[config.mk]
export PLATFORM = sky130hd
export DESIGN_NAME = mpr_top
export DESIGN_NICKNAME = d
export VERILOG_FILES = /design/src/core/mpr_read_mux.v /design/src/core/mpr_write_dec.v /design/src/core/mpr_top.v
export VERILOG_INCLUDE_DIRS = /design/src /design/src/core
export SDC_FILE = /design/constraint.sdc
export NUM_CORES = 1
export LEC_CHECK = 0
export ABC_CLOCK_PERIOD_IN_PS = 1600
export BUFFER_PORTS_ARGS = -buffer_cell sky130_fd_sc_hd__buf_2
export CAP_MARGIN = 20
export CORE_MARGIN = 5
export CORE_UTILIZATION = 46
export DETAILED_ROUTE_END_ITERATION = 16
export PLACE_DENSITY = 0.94
export RECOVER_POWER = 25
export SETUP_SLACK_MARGIN = 0.3
export SKIP_LAST_GASP = 1
export SLEW_MARGIN = 5
export SYNTH_ARGS = -nofsm -noshare
export SYNTH_HDL_FRONTEND = slang
export SYNTH_HIERARCHICAL = 1
export SYNTH_SLANG_ARGS = --single-unit
[constraint.sdc]
create_clock -name aclk -period 1.6 [get_ports aclk]
set_clock_uncertainty 0.2 [all_clocks]
set_input_delay 0.24 -clock aclk [delete_from_list [all_inputs] [get_ports aclk]]
set_output_delay 0.24 -clock aclk [all_outputs]
set_load 0.01 [all_outputs]
[src/core/mpr_defs.vh]
// Constants for the memory port information and barrier register bank
`ifndef MPR_DEFS_VH
`define MPR_DEFS_VH

`define MPR_ADDR_W          8
`define MPR_OFF_BARRIER     8'hE8
`define MPR_OFF_CONFIG      8'hF4
`define MPR_OFF_BASE_HIGH   8'hF0
`define MPR_OFF_BASE_LOW    8'hF8
`define MPR_OFF_IDENT       8'hFC
`define MPR_OFF_TAR_HIGH    8'h08

`define MPR_BAR_TRIG_BIT    0
`define MPR_BAR_TYPE_LSB    1
`define MPR_BAR_TYPE_MSB    2
`define MPR_BAR_TYPE_RST    2'h0
`define MPR_BAR_TRIG_RST    1'h0
`define MPR_BAR_NORMAL      2'h0
`define MPR_BAR_MEMORY      2'h1
`define MPR_BAR_RESERVED    2'h2
`define MPR_BAR_SYNC        2'h3

`define MPR_CFG_BE_BIT      0
`define MPR_CFG_LA_BIT      1
`define MPR_CFG_LD_BIT      2
`define MPR_BASE_ONE_BIT    1

`define MPR_ID_REV_LSB      28
`define MPR_ID_BANK_LSB     24
`define MPR_ID_CODE_LSB     17
`define MPR_ID_PORT_BIT     16

`define MPR_RESP_OKAY       2'h0
`define MPR_RESP_SLVERR     2'h2

`endif

[src/core/mpr_read_mux.v]
// Read data selection for the register bank
`include "mpr_defs.vh"

module mpr_read_mux (
    input  wire [7:0]  addr,        // Read byte address
    input  wire [2:0]  bar_ctrl,    // Barrier type and trigger
    input  wire [31:0] base_high,   // Upper base word
    input  wire [31:0] base_low,    // Lower base word, bit 1 set
    input  wire [2:0]  cfg_bits,    // Capability bits
    input  wire [31:0] ident,       // Identification word
    input  wire        long_addr,   // Long addressing built in
    output reg  [31:0] data,        // Selected word
    output reg         hit          // Address is mapped
);
    // Decode; reserved bits are zero, 0xF0 reserved without long addressing
    always @* begin
        data = 32'h00000000;
        hit  = 1'b1;
        case (addr)
            `MPR_OFF_BARRIER:   data = {29'h00000000, bar_ctrl};
            `MPR_OFF_CONFIG:    data = {29'h00000000, cfg_bits};
            `MPR_OFF_BASE_HIGH: begin
                if (long_addr) begin
                    data = base_high;
                end else begin
                    hit = 1'b0;
                end
            end
            `MPR_OFF_BASE_LOW:  data = base_low;
            `MPR_OFF_IDENT:     data = ident;
            default:            hit  = 1'b0;
        endcase
    end
endmodule // mpr_read_mux

[src/core/mpr_write_dec.v]
// Write decode and barrier control register
`include "mpr_defs.vh"

module mpr_write_dec (
    input  wire        aclk,        // Clock
    input  wire        aresetn,     // Synchronous reset, active low
    input  wire        wr_fire,     // One write accepted this cycle
    input  wire [7:0]  addr,        // Write byte address
    input  wire [31:0] wdata,       // Write data
    input  wire        wstrb0,      // Byte lane 0 enable
    output reg  [2:0]  bar_ctrl,    // Barrier type and trigger
    output reg         hit          // Address is mapped
);
    reg [2:0] bar_ctrl_next;

    // Only the barrier control register is writable
    always @* begin
        bar_ctrl_next = bar_ctrl;
        hit = (addr == `MPR_OFF_BARRIER) || (addr == `MPR_OFF_CONFIG) ||
              (addr == `MPR_OFF_BASE_HIGH) || (addr == `MPR_OFF_BASE_LOW) ||
              (addr == `MPR_OFF_IDENT);
        if (wr_fire && wstrb0 && addr == `MPR_OFF_BARRIER) begin
            bar_ctrl_next = wdata[2:0];
        end
    end

    // Barrier control state with defined reset
    always @(posedge aclk) begin
        if (!aresetn) begin
            bar_ctrl <= {`MPR_BAR_TYPE_RST, `MPR_BAR_TRIG_RST};
        end else begin
            bar_ctrl <= bar_ctrl_next;
        end
    end
endmodule // mpr_write_dec

[src/core/mpr_top.v]
// Register bank top: AXI4-Lite slave, base, capability and identity words
//
// Chosen here: the AXI4-Lite slave port.
`include "mpr_defs.vh"

module mpr_top #(
    parameter [3:0] REVISION   = 4'h1,   // Arbitrary value
    parameter [3:0] MAKER_BANK = 4'h0,   // Arbitrary value
    parameter [6:0] MAKER_CODE = 7'h11,  // Arbitrary value
    parameter [7:0] PORT_TYPE  = 8'h22,  // Arbitrary value
    parameter       LARGE_DATA = 1'b0,   // 64-bit data items supported
    parameter       LONG_ADDR  = 1'b1    // 64-bit addressing supported
) (
    input  wire        aclk,            // Clock, 250 MHz
    input  wire        aresetn,         // Synchronous reset, active low
    input  wire [31:0] base_tie_high,   // Static upper base tie-off
    input  wire [31:0] base_tie_low,    // Static lower base tie-off
    output wire [1:0]  barrier_type,    // Selected barrier kind
    output wire        barrier_trigger, // Barrier issue enable
    input  wire [31:0] s_awaddr,        // Write address
    input  wire [2:0]  s_awprot,        // Write protection, unused
    input  wire        s_awvalid,       // Write address valid
    output wire        s_awready,       // Write address ready
    input  wire [31:0] s_wdata,         // Write data
    input  wire [3:0]  s_wstrb,         // Write strobes
    input  wire        s_wvalid,        // Write data valid
    output wire        s_wready,        // Write data ready
    output reg  [1:0]  s_bresp,         // Write response
    output reg         s_bvalid,        // Write response valid
    input  wire        s_bready,        // Write response ready
    input  wire [31:0] s_araddr,        // Read address
    input  wire [2:0]  s_arprot,        // Read protection, unused
    input  wire        s_arvalid,       // Read address valid
    output wire        s_arready,       // Read address ready
    output reg  [31:0] s_rdata,         // Read data
    output reg  [1:0]  s_rresp,         // Read response
    output reg         s_rvalid,        // Read response valid
    input  wire        s_rready         // Read response ready
);
    reg         aw_held_reg;
    reg  [7:0]  aw_addr_reg;
    reg         w_held_reg;
    reg  [31:0] w_data_reg;
    reg         w_strb0_reg;
    wire [2:0]  bar_ctrl;
    wire        wr_hit;
    wire        rd_hit;
    wire [31:0] rd_data;
    wire        wr_fire;
    wire [31:0] base_low_word;
    wire [31:0] ident_word;
    wire [2:0]  cfg_bits;

    // Accept address and data in either order, one write at a time
    assign s_awready = !aw_held_reg && !s_bvalid;
    assign s_wready  = !w_held_reg && !s_bvalid;
    assign wr_fire   = aw_held_reg && w_held_reg;
    assign s_arready = !s_rvalid;

    // Fixed words assembled from ties and parameters
    assign base_low_word = base_tie_low | (32'h00000001 << `MPR_BASE_ONE_BIT);
    assign cfg_bits = {LARGE_DATA[0], LONG_ADDR[0], 1'b0};
    assign ident_word = {REVISION, MAKER_BANK, MAKER_CODE, 1'b1, 8'h00, PORT_TYPE};
    assign barrier_type    = bar_ctrl[`MPR_BAR_TYPE_MSB:`MPR_BAR_TYPE_LSB];
    assign barrier_trigger = bar_ctrl[`MPR_BAR_TRIG_BIT];

    mpr_write_dec u_wr (
        .aclk     (aclk),
        .aresetn  (aresetn),
        .wr_fire  (wr_fire),
        .addr     (aw_addr_reg),
        .wdata    (w_data_reg),
        .wstrb0   (w_strb0_reg),
        .bar_ctrl (bar_ctrl),
        .hit      (wr_hit)
    );

    mpr_read_mux u_rd (
        .addr      ({s_araddr[7:2], 2'b00}),
        .bar_ctrl  (bar_ctrl),
        .base_high (base_tie_high),
        .base_low  (base_low_word),
        .cfg_bits  (cfg_bits),
        .ident     (ident_word),
        .long_addr (LONG_ADDR[0]),
        .data      (rd_data),
        .hit       (rd_hit)
    );

    // Write channel capture and response
    always @(posedge aclk) begin
        if (!aresetn) begin
            aw_held_reg <= 1'b0;
            aw_addr_reg <= 8'h00;
            w_held_reg  <= 1'b0;
            w_data_reg  <= 32'h00000000;
            w_strb0_reg <= 1'b0;
            s_bvalid    <= 1'b0;
            s_bresp     <= `MPR_RESP_OKAY;
        end else begin
            if (s_awvalid && s_awready) begin
                aw_held_reg <= 1'b1;
                aw_addr_reg <= {s_awaddr[7:2], 2'b00};
            end
            if (s_wvalid && s_wready) begin
                w_held_reg  <= 1'b1;
                w_data_reg  <= s_wdata;
                w_strb0_reg <= s_wstrb[0];
            end
            if (wr_fire) begin
                aw_held_reg <= 1'b0;
                w_held_reg  <= 1'b0;
                s_bvalid    <= 1'b1;
                s_bresp     <= wr_hit ? `MPR_RESP_OKAY : `MPR_RESP_SLVERR;
            end else if (s_bvalid && s_bready) begin
                s_bvalid <= 1'b0;
            end
        end
    end

    // Read channel: data registered, no side effects
    always @(posedge aclk) begin
        if (!aresetn) begin
            s_rvalid <= 1'b0;
            s_rdata  <= 32'h00000000;
            s_rresp  <= `MPR_RESP_OKAY;
        end else if (s_arvalid && s_arready) begin
            s_rvalid <= 1'b1;
            s_rdata  <= rd_data;
            s_rresp  <= rd_hit ? `MPR_RESP_OKAY : `MPR_RESP_SLVERR;
        end else if (s_rvalid && s_rready) begin
            s_rvalid <= 1'b0;
        end
    end
endmodule // mpr_top

==> flow_metrics.env, run 1 <==
export IMPL_crit_fanout=6
export IMPL_fin_crit_sh_pct=94.09
export IMPL_start_kind="flop"
export IMPL_maxCapViolCount=0
export IMPL_die_height_um=91.92
export IMPL_clock_latency_ps=310
export IMPL_antenna_found_initial=0
export IMPL_tns_ps=0
export IMPL_clkPwrFrac_pct=28.7
export IMPL_cts_tree="yes"
export IMPL_rows=29
export IMPL_track_usage_pct=22.75
export IMPL_grt_pass1_wl_um=15810
export IMPL_die_w_um=91.92
export IMPL_cts_sinks=51
export IMPL_maxSlewViolCount=0
export IMPL_hold_path_class="in -> reg"
export IMPL_fin_ws_ps=94.55
export IMPL_nets=781
export IMPL_area_growth_pct=38.83
export IMPL_path_class="reg -> reg"
export IMPL_cts_made_buffers=5
export IMPL_holdPathEnd="s_bvalid$_SDFFE_PN0P_"
export IMPL_dp_hpwl_um=6837
export IMPL_slowest_stage="dfxtp_2"
export IMPL_grt_max_degree=39
export IMPL_power_total_w=0.002758
export IMPL_largest_reg_flops=32
export IMPL_via_per_inst=5.180
export IMPL_die_area_sq_um=8448
export IMPL_wl_per_cell_um=15.40
export IMPL_path_cells="buf_4, nor3b_4, buf_6, buf_4, o21ai_0"
export IMPL_whs_ps=56.08
export IMPL_crit_buf_inv=3
export IMPL_clockRootBuffer="clkbuf_8"
export IMPL_antenna_left=0
export IMPL_wirelength_um=10500
export IMPL_final_setup_viol_count=0
export IMPL_grt_pass1_vias=3377
export IMPL_grt_overflow=0
export IMPL_dp_slack_ps=-30.49
export IMPL_multi_input_area_sq_um=1982
export IMPL_synthCells=441
export IMPL_reg2reg_from="aw_held_reg$_SDFFE_PP0P_"
export IMPL_status="complete, no violations"
export IMPL_hold_depth=4
export IMPL_portBuffers=127
export IMPL_start_util_pct=48.06
export IMPL_num_io_pins=221
export IMPL_cp_arrival_ps=1490
export IMPL_switchingPower_w=0.0007969
export IMPL_coreArea_sq_um=6422
export IMPL_hp_start="s_bready"
export IMPL_place_inst=651
export IMPL_h_tree_depth=2
export IMPL_synth_area_sq_um=3087
export IMPL_fin_crit_ps=1505
export IMPL_r2r_end="aw_addr_reg[4]$_SDFFE_PN0P_"
export IMPL_cellPowerDensity_nw_per_um2=643.5
export IMPL_place_gp_congestion=0.8947
export IMPL_worst_setup_path_startpoint="aw_held_reg$_SDFFE_PP0P_"
export IMPL_yosysWarnings=6
export IMPL_clk_pin_slew_ps=100
export IMPL_hold_viol=0
export IMPL_max_stage_delay_ps=340
export IMPL_fmax_ghz=0.6643
export IMPL_layout_drive_gt1_share_pct=29.42
export IMPL_fillers=554
export IMPL_vias=3533
export IMPL_r2r_cells=5
export IMPL_drc=0
export IMPL_swShare_pct=28.90
export IMPL_combinationalPowerShare_pct=23.4
export IMPL_regArea_sq_um=1032
export IMPL_first_pass_iters=4
export IMPL_intPower_w=0.001961
export IMPL_n_antenna_cell=0
export IMPL_reg2reg_slack_ps=90
export IMPL_clk_path_buf_depth=2
export IMPL_cp_top_family="buffers and inverters"
export IMPL_leakage_nw=1.846
export IMPL_postSynthAreaPerCell_sq_um=6.999
export IMPL_crit_path_frequent_cell="buf_4"
export IMPL_drt_iter0_markers=190
export IMPL_power_frac_seq_pct=48.0
export IMPL_grt_setup_unrepaired="yes"
export IMPL_max_vdd_ir_drop_uv=468.1
export IMPL_setup_worst_path_end_class="flop"
export IMPL_stdcell_count=682
export IMPL_cp_required_ps=1580
-- cell type report --
type,count,area share (%)
Sequential cell,51,24.09
Clock buffer,7,2.015
Multi-Input combinational cell,373,46.25
Clock inverter,1,0.2044
Timing Repair Buffer,165,24.50
Tap cell,77,2.248
Inverter,8,0.7007
-- stage by stage --
stage / util, % / instance area (sq um)
after floorplan: - / 3288
after global placement: 60.26 / 3870
after detailed placement: 60.26 / 3870
after CTS: 64.29 / 4129
after global routing: 66.73 / 4285
final: 66.73 / 4285
-- repair_timing --
item | in CTS | in global routing
endpoints found under the hold margin | 11 | 0
resized for setup | 6 | 41
setup endpoints to repair | 24 | 47
setup buffers | 3 | 5
pin swaps | 3 | 6
hold buffers | 11 | 0
gates cloned | 1 | 3
-- power by group through the flow --
stage	registers, W	clock network [W]	logic [W]
floorplan	0.00135	0	0.000353
global placement	0.00135	0	0.000487
detailed placement	0.00135	0	0.000504
CTS	0.00132	0.000797	0.000547
global route	0.00133	0.000862	0.000703
finish	0.00132	0.000791	0.000644
-- worst max-delay path by stage --
| stage | endpoint | cells after the start | slack (ps) |
|---|---|---|---|
| after floorplan | u_wr/bar_ctrl[0]$_SDFFE_PN0P_ | 4 | 260 |
| after global placement | s_rdata[5]$_SDFFE_PN0P_ | 7 | -20 |
| after detailed placement | s_rdata[2]$_SDFFE_PN0P_ | 7 | -30 |
| after CTS | u_wr/bar_ctrl[1]$_SDFFE_PN0P_ | 4 | 130 |
| after global routing | u_wr/bar_ctrl[1]$_SDFFE_PN0P_ | 4 | 50 |
| final | aw_addr_reg[4]$_SDFFE_PN0P_ | 5 | 90 |
-- per-layer routing --
metal | global-route usage [%] | vias up | share of wire [%]
li1 | - | 1744 | -
met1 | 24.30 | 1606 | 38
met2 | 41.73 | 158 | 51
met3 | 6.874 | 25 | 8.9
met4 | 9.035 | 0 | 2.6
met5 | 0 | - | 0
-- cell usage in the layout (no fill, tap or decap), types with 3 or more instances in the layout --
cell / n
nand2_1: 138
buf_2: 109
a21oi_1: 68
dfxtp_1: 46
conb_1: 43
nand3b_1: 29
a21o_1: 29
buf_4: 16
clkbuf_1: 15
dlygate4sd3_1: 11
nand3_1: 9
inv_1: 7
buf_6: 7
o21ai_1: 6
nor2_1: 6
clkbuf_8: 6
buf_12: 6
nor3b_4: 3
nand3_2: 3
o21ai_0: 3
a211oi_1: 3
dfxtp_2: 3
mux2_2: 3
a22oi_1: 3
a31oi_1: 3
mux2i_1: 3
-- worst register-to-register path, delay by kind of cell (launching register included) --
kind            cells  cell delay, ps
simple gates        1             270
buf+inv             3             460
compound gates      1             100
flops               1             340
No activity file was read; power rests on OpenSTA's default activity.
==> run 2, diff against run 1 <==
Settings changed: CORE_UTILIZATION 46 to 47, CTS_BUF_LIST from default to sky130_fd_sc_hd__clkbuf_8, PLACE_DENSITY 0.94 to 0.95.
==> run 2 against run 1 <==
First-iteration DRC count grew 11%. Register-to-register slack improved by 50 ps. Fmax up 3.8%. Via count rose by 1.8%. Power increased by 13%. Design area up 6.6%. Critical path type unchanged. Global-route usage fell by 1.3 points. Critical endpoint is now u_wr/bar_ctrl[1]$_SDFFE_PN0P_. Cell count is 0.88% higher. Worst hold slack better by 1.7 ps. Critical path depth fell by 1. Utilization grew 4.8 points. Sequential cell count unchanged.
==> flow_metrics.env, run 2 (synthesis results as in run 1) <==
export IMPL_regArea_sq_um=1032
export IMPL_fillers=501
export IMPL_path_class="reg -> reg"
export IMPL_status="complete, no violations"
export IMPL_fin_crit_ps=1451
export IMPL_fin_crit_sh_pct=90.67
export IMPL_grt_setup_unrepaired="yes"
export IMPL_wl_met1_um=3939
export IMPL_drt_iter0_markers=211
export IMPL_die_height_um=91.04
export IMPL_cts_tree="yes"
export IMPL_tns_ps=0
export IMPL_multi_input_area_sq_um=2128
export IMPL_coreArea_sq_um=6386
export IMPL_setup_worst_path_end_class="flop"
export IMPL_layout_drive_gt1_share_pct=33.39
export IMPL_drc=0
export IMPL_h_tree_depth=2
export IMPL_hp_start="s_bready"
export IMPL_final_common_cell="nand2_1"
export IMPL_vias=3595
export IMPL_cts_made_buffers=5
export IMPL_clockRootBuffer="clkbuf_8"
export IMPL_dp_hpwl_um=6826
export IMPL_track_usage_pct=21.49
export IMPL_crit_fanout=3
export IMPL_final_setup_viol_count=0
export IMPL_dr_max_layer_used="met4"
export IMPL_r2r_end="u_wr/bar_ctrl[1]$_SDFFE_PN0P_"
export IMPL_grt_pass1_vias=3199
export IMPL_wl_met3_um=917
export IMPL_leakage_nw=1.972
export IMPL_cellPowerDensity_nw_per_um2=684.4
export IMPL_clock_latency_ps=300
export IMPL_holdPathEnd="s_bvalid$_SDFFE_PN0P_"
export IMPL_wl_per_cell_um=15.41
export IMPL_clk_path_buf_depth=2
export IMPL_area_growth_pct=48.03
export IMPL_hold_depth=4
export IMPL_portBuffers=127
export IMPL_place_gp_congestion=0.8358
export IMPL_maxCapViolCount=0
export IMPL_nets=787
export IMPL_clk_pin_slew_ps=100
export IMPL_antenna_left=0
export IMPL_start_kind="flop"
export IMPL_cp_arrival_ps=1490
export IMPL_num_io_pins=221
export IMPL_first_pass_iters=5
export IMPL_rows=29
export IMPL_r2r_cells=4
export IMPL_power_total_w=0.003127
export IMPL_n_antenna_cell=0
export IMPL_antenna_found_initial=0
export IMPL_hold_path_class="in -> reg"
export IMPL_fmax_ghz=0.6893
export IMPL_grt_pass1_wl_um=14980
export IMPL_die_w_um=91.04
export IMPL_wirelength_um=10600
export IMPL_hold_viol=0
export IMPL_final_cell_mix="132 x nand2_1, 103 x buf_2, 56 x a21oi_1"
export IMPL_grt_max_degree=39
export IMPL_cp_required_ps=1640
export IMPL_cts_sinks=51
export IMPL_reg2reg_slack_ps=150
export IMPL_maxSlewViolCount=0
export IMPL_max_vdd_ir_drop_uv=583.2
export IMPL_start_util_pct=48.33
export IMPL_wl_met2_um=5519
export IMPL_die_area_sq_um=8288
export IMPL_reg2reg_from="aw_held_reg$_SDFFE_PP0P_"
export IMPL_largest_reg_flops=32
export IMPL_via_per_inst=5.225
export IMPL_grt_overflow=0
run 2: critical path: stages, from the launching register on:
cell and delay [ps]:
dfxtp_2 360, and2_4 150, nand4b_1 160, nor4_4 290, mux2i_1 220
run 2: what timing repair did:
action                                 CTS  global route
gates resized for setup                  6            76
gates cloned                             0             5
setup endpoints to repair               22            34
pin swaps                                2            22
hold buffers                            11             0
setup buffers                            3            10
endpoints found under the hold margin   11             0
run 2: layout make-up:
cell class / instances / area share [%]
Clock buffer: 5 / 1.506
Inverter: 8 / 0.6572
Sequential cell: 51 / 22.59
Clock inverter: 3 / 1.561
Tap cell: 77 / 2.108
Multi-Input combinational cell: 373 / 46.58
Timing Repair Buffer: 171 / 25.00
run 2: power by group:
part / switching, W / internal, W / total, W
clock: 0.000457 / 0.000635 / 0.00109
combinational: 0.000363 / 0.000348 / 0.000710
sequential: 0.0000262 / 0.00130 / 0.00133
total: 0.000846 / 0.00228 / 0.00313
run 2: worst max path at each step:
stage,from,end,slack [ps],cells after the start
2_1_floorplan,w_held_reg$_SDFFE_PP0P_,u_wr/bar_ctrl[0]$_SDFFE_PN0P_,260,4
3_3_place_gp,s_araddr[3],s_rdata[2]$_SDFFE_PN0P_,-60,7
3_5_place_dp,s_araddr[3],s_rdata[2]$_SDFFE_PN0P_,-100,7
4_1_cts,aw_held_reg$_SDFFE_PP0P_,u_wr/bar_ctrl[1]$_SDFFE_PN0P_,160,4
5_1_grt,aw_held_reg$_SDFFE_PP0P_,u_wr/bar_ctrl[0]$_SDFFE_PN0P_,70,4
6_report,aw_held_reg$_SDFFE_PP0P_,u_wr/bar_ctrl[1]$_SDFFE_PN0P_,150,4
run 2: layer usage:
| layer | track usage (%) | vias up |
|---|---|---|
| met5 | 0 | - |
| met4 | 6.724 | 0 |
| met2 | 39.36 | 159 |
| met3 | 6.446 | 22 |
| met1 | 23.60 | 1658 |
| li1 | - | 1756 |
run 2: through the flow:
step                      hold slack [ps]  instance area (sq um)  instances  utilization, %  setup slack [ps]
after floorplan                     170.3                   3288        482               -             257.9
after global placement              239.9                   3857        651           60.40            -63.16
after detailed placement            243.7                   3857        651           60.40            -102.7
after CTS                           24.04                   4148        673           64.95             159.0
after global routing                61.72                   4569        688           71.55             68.45
final                               57.82                   4569        688           71.55             149.3
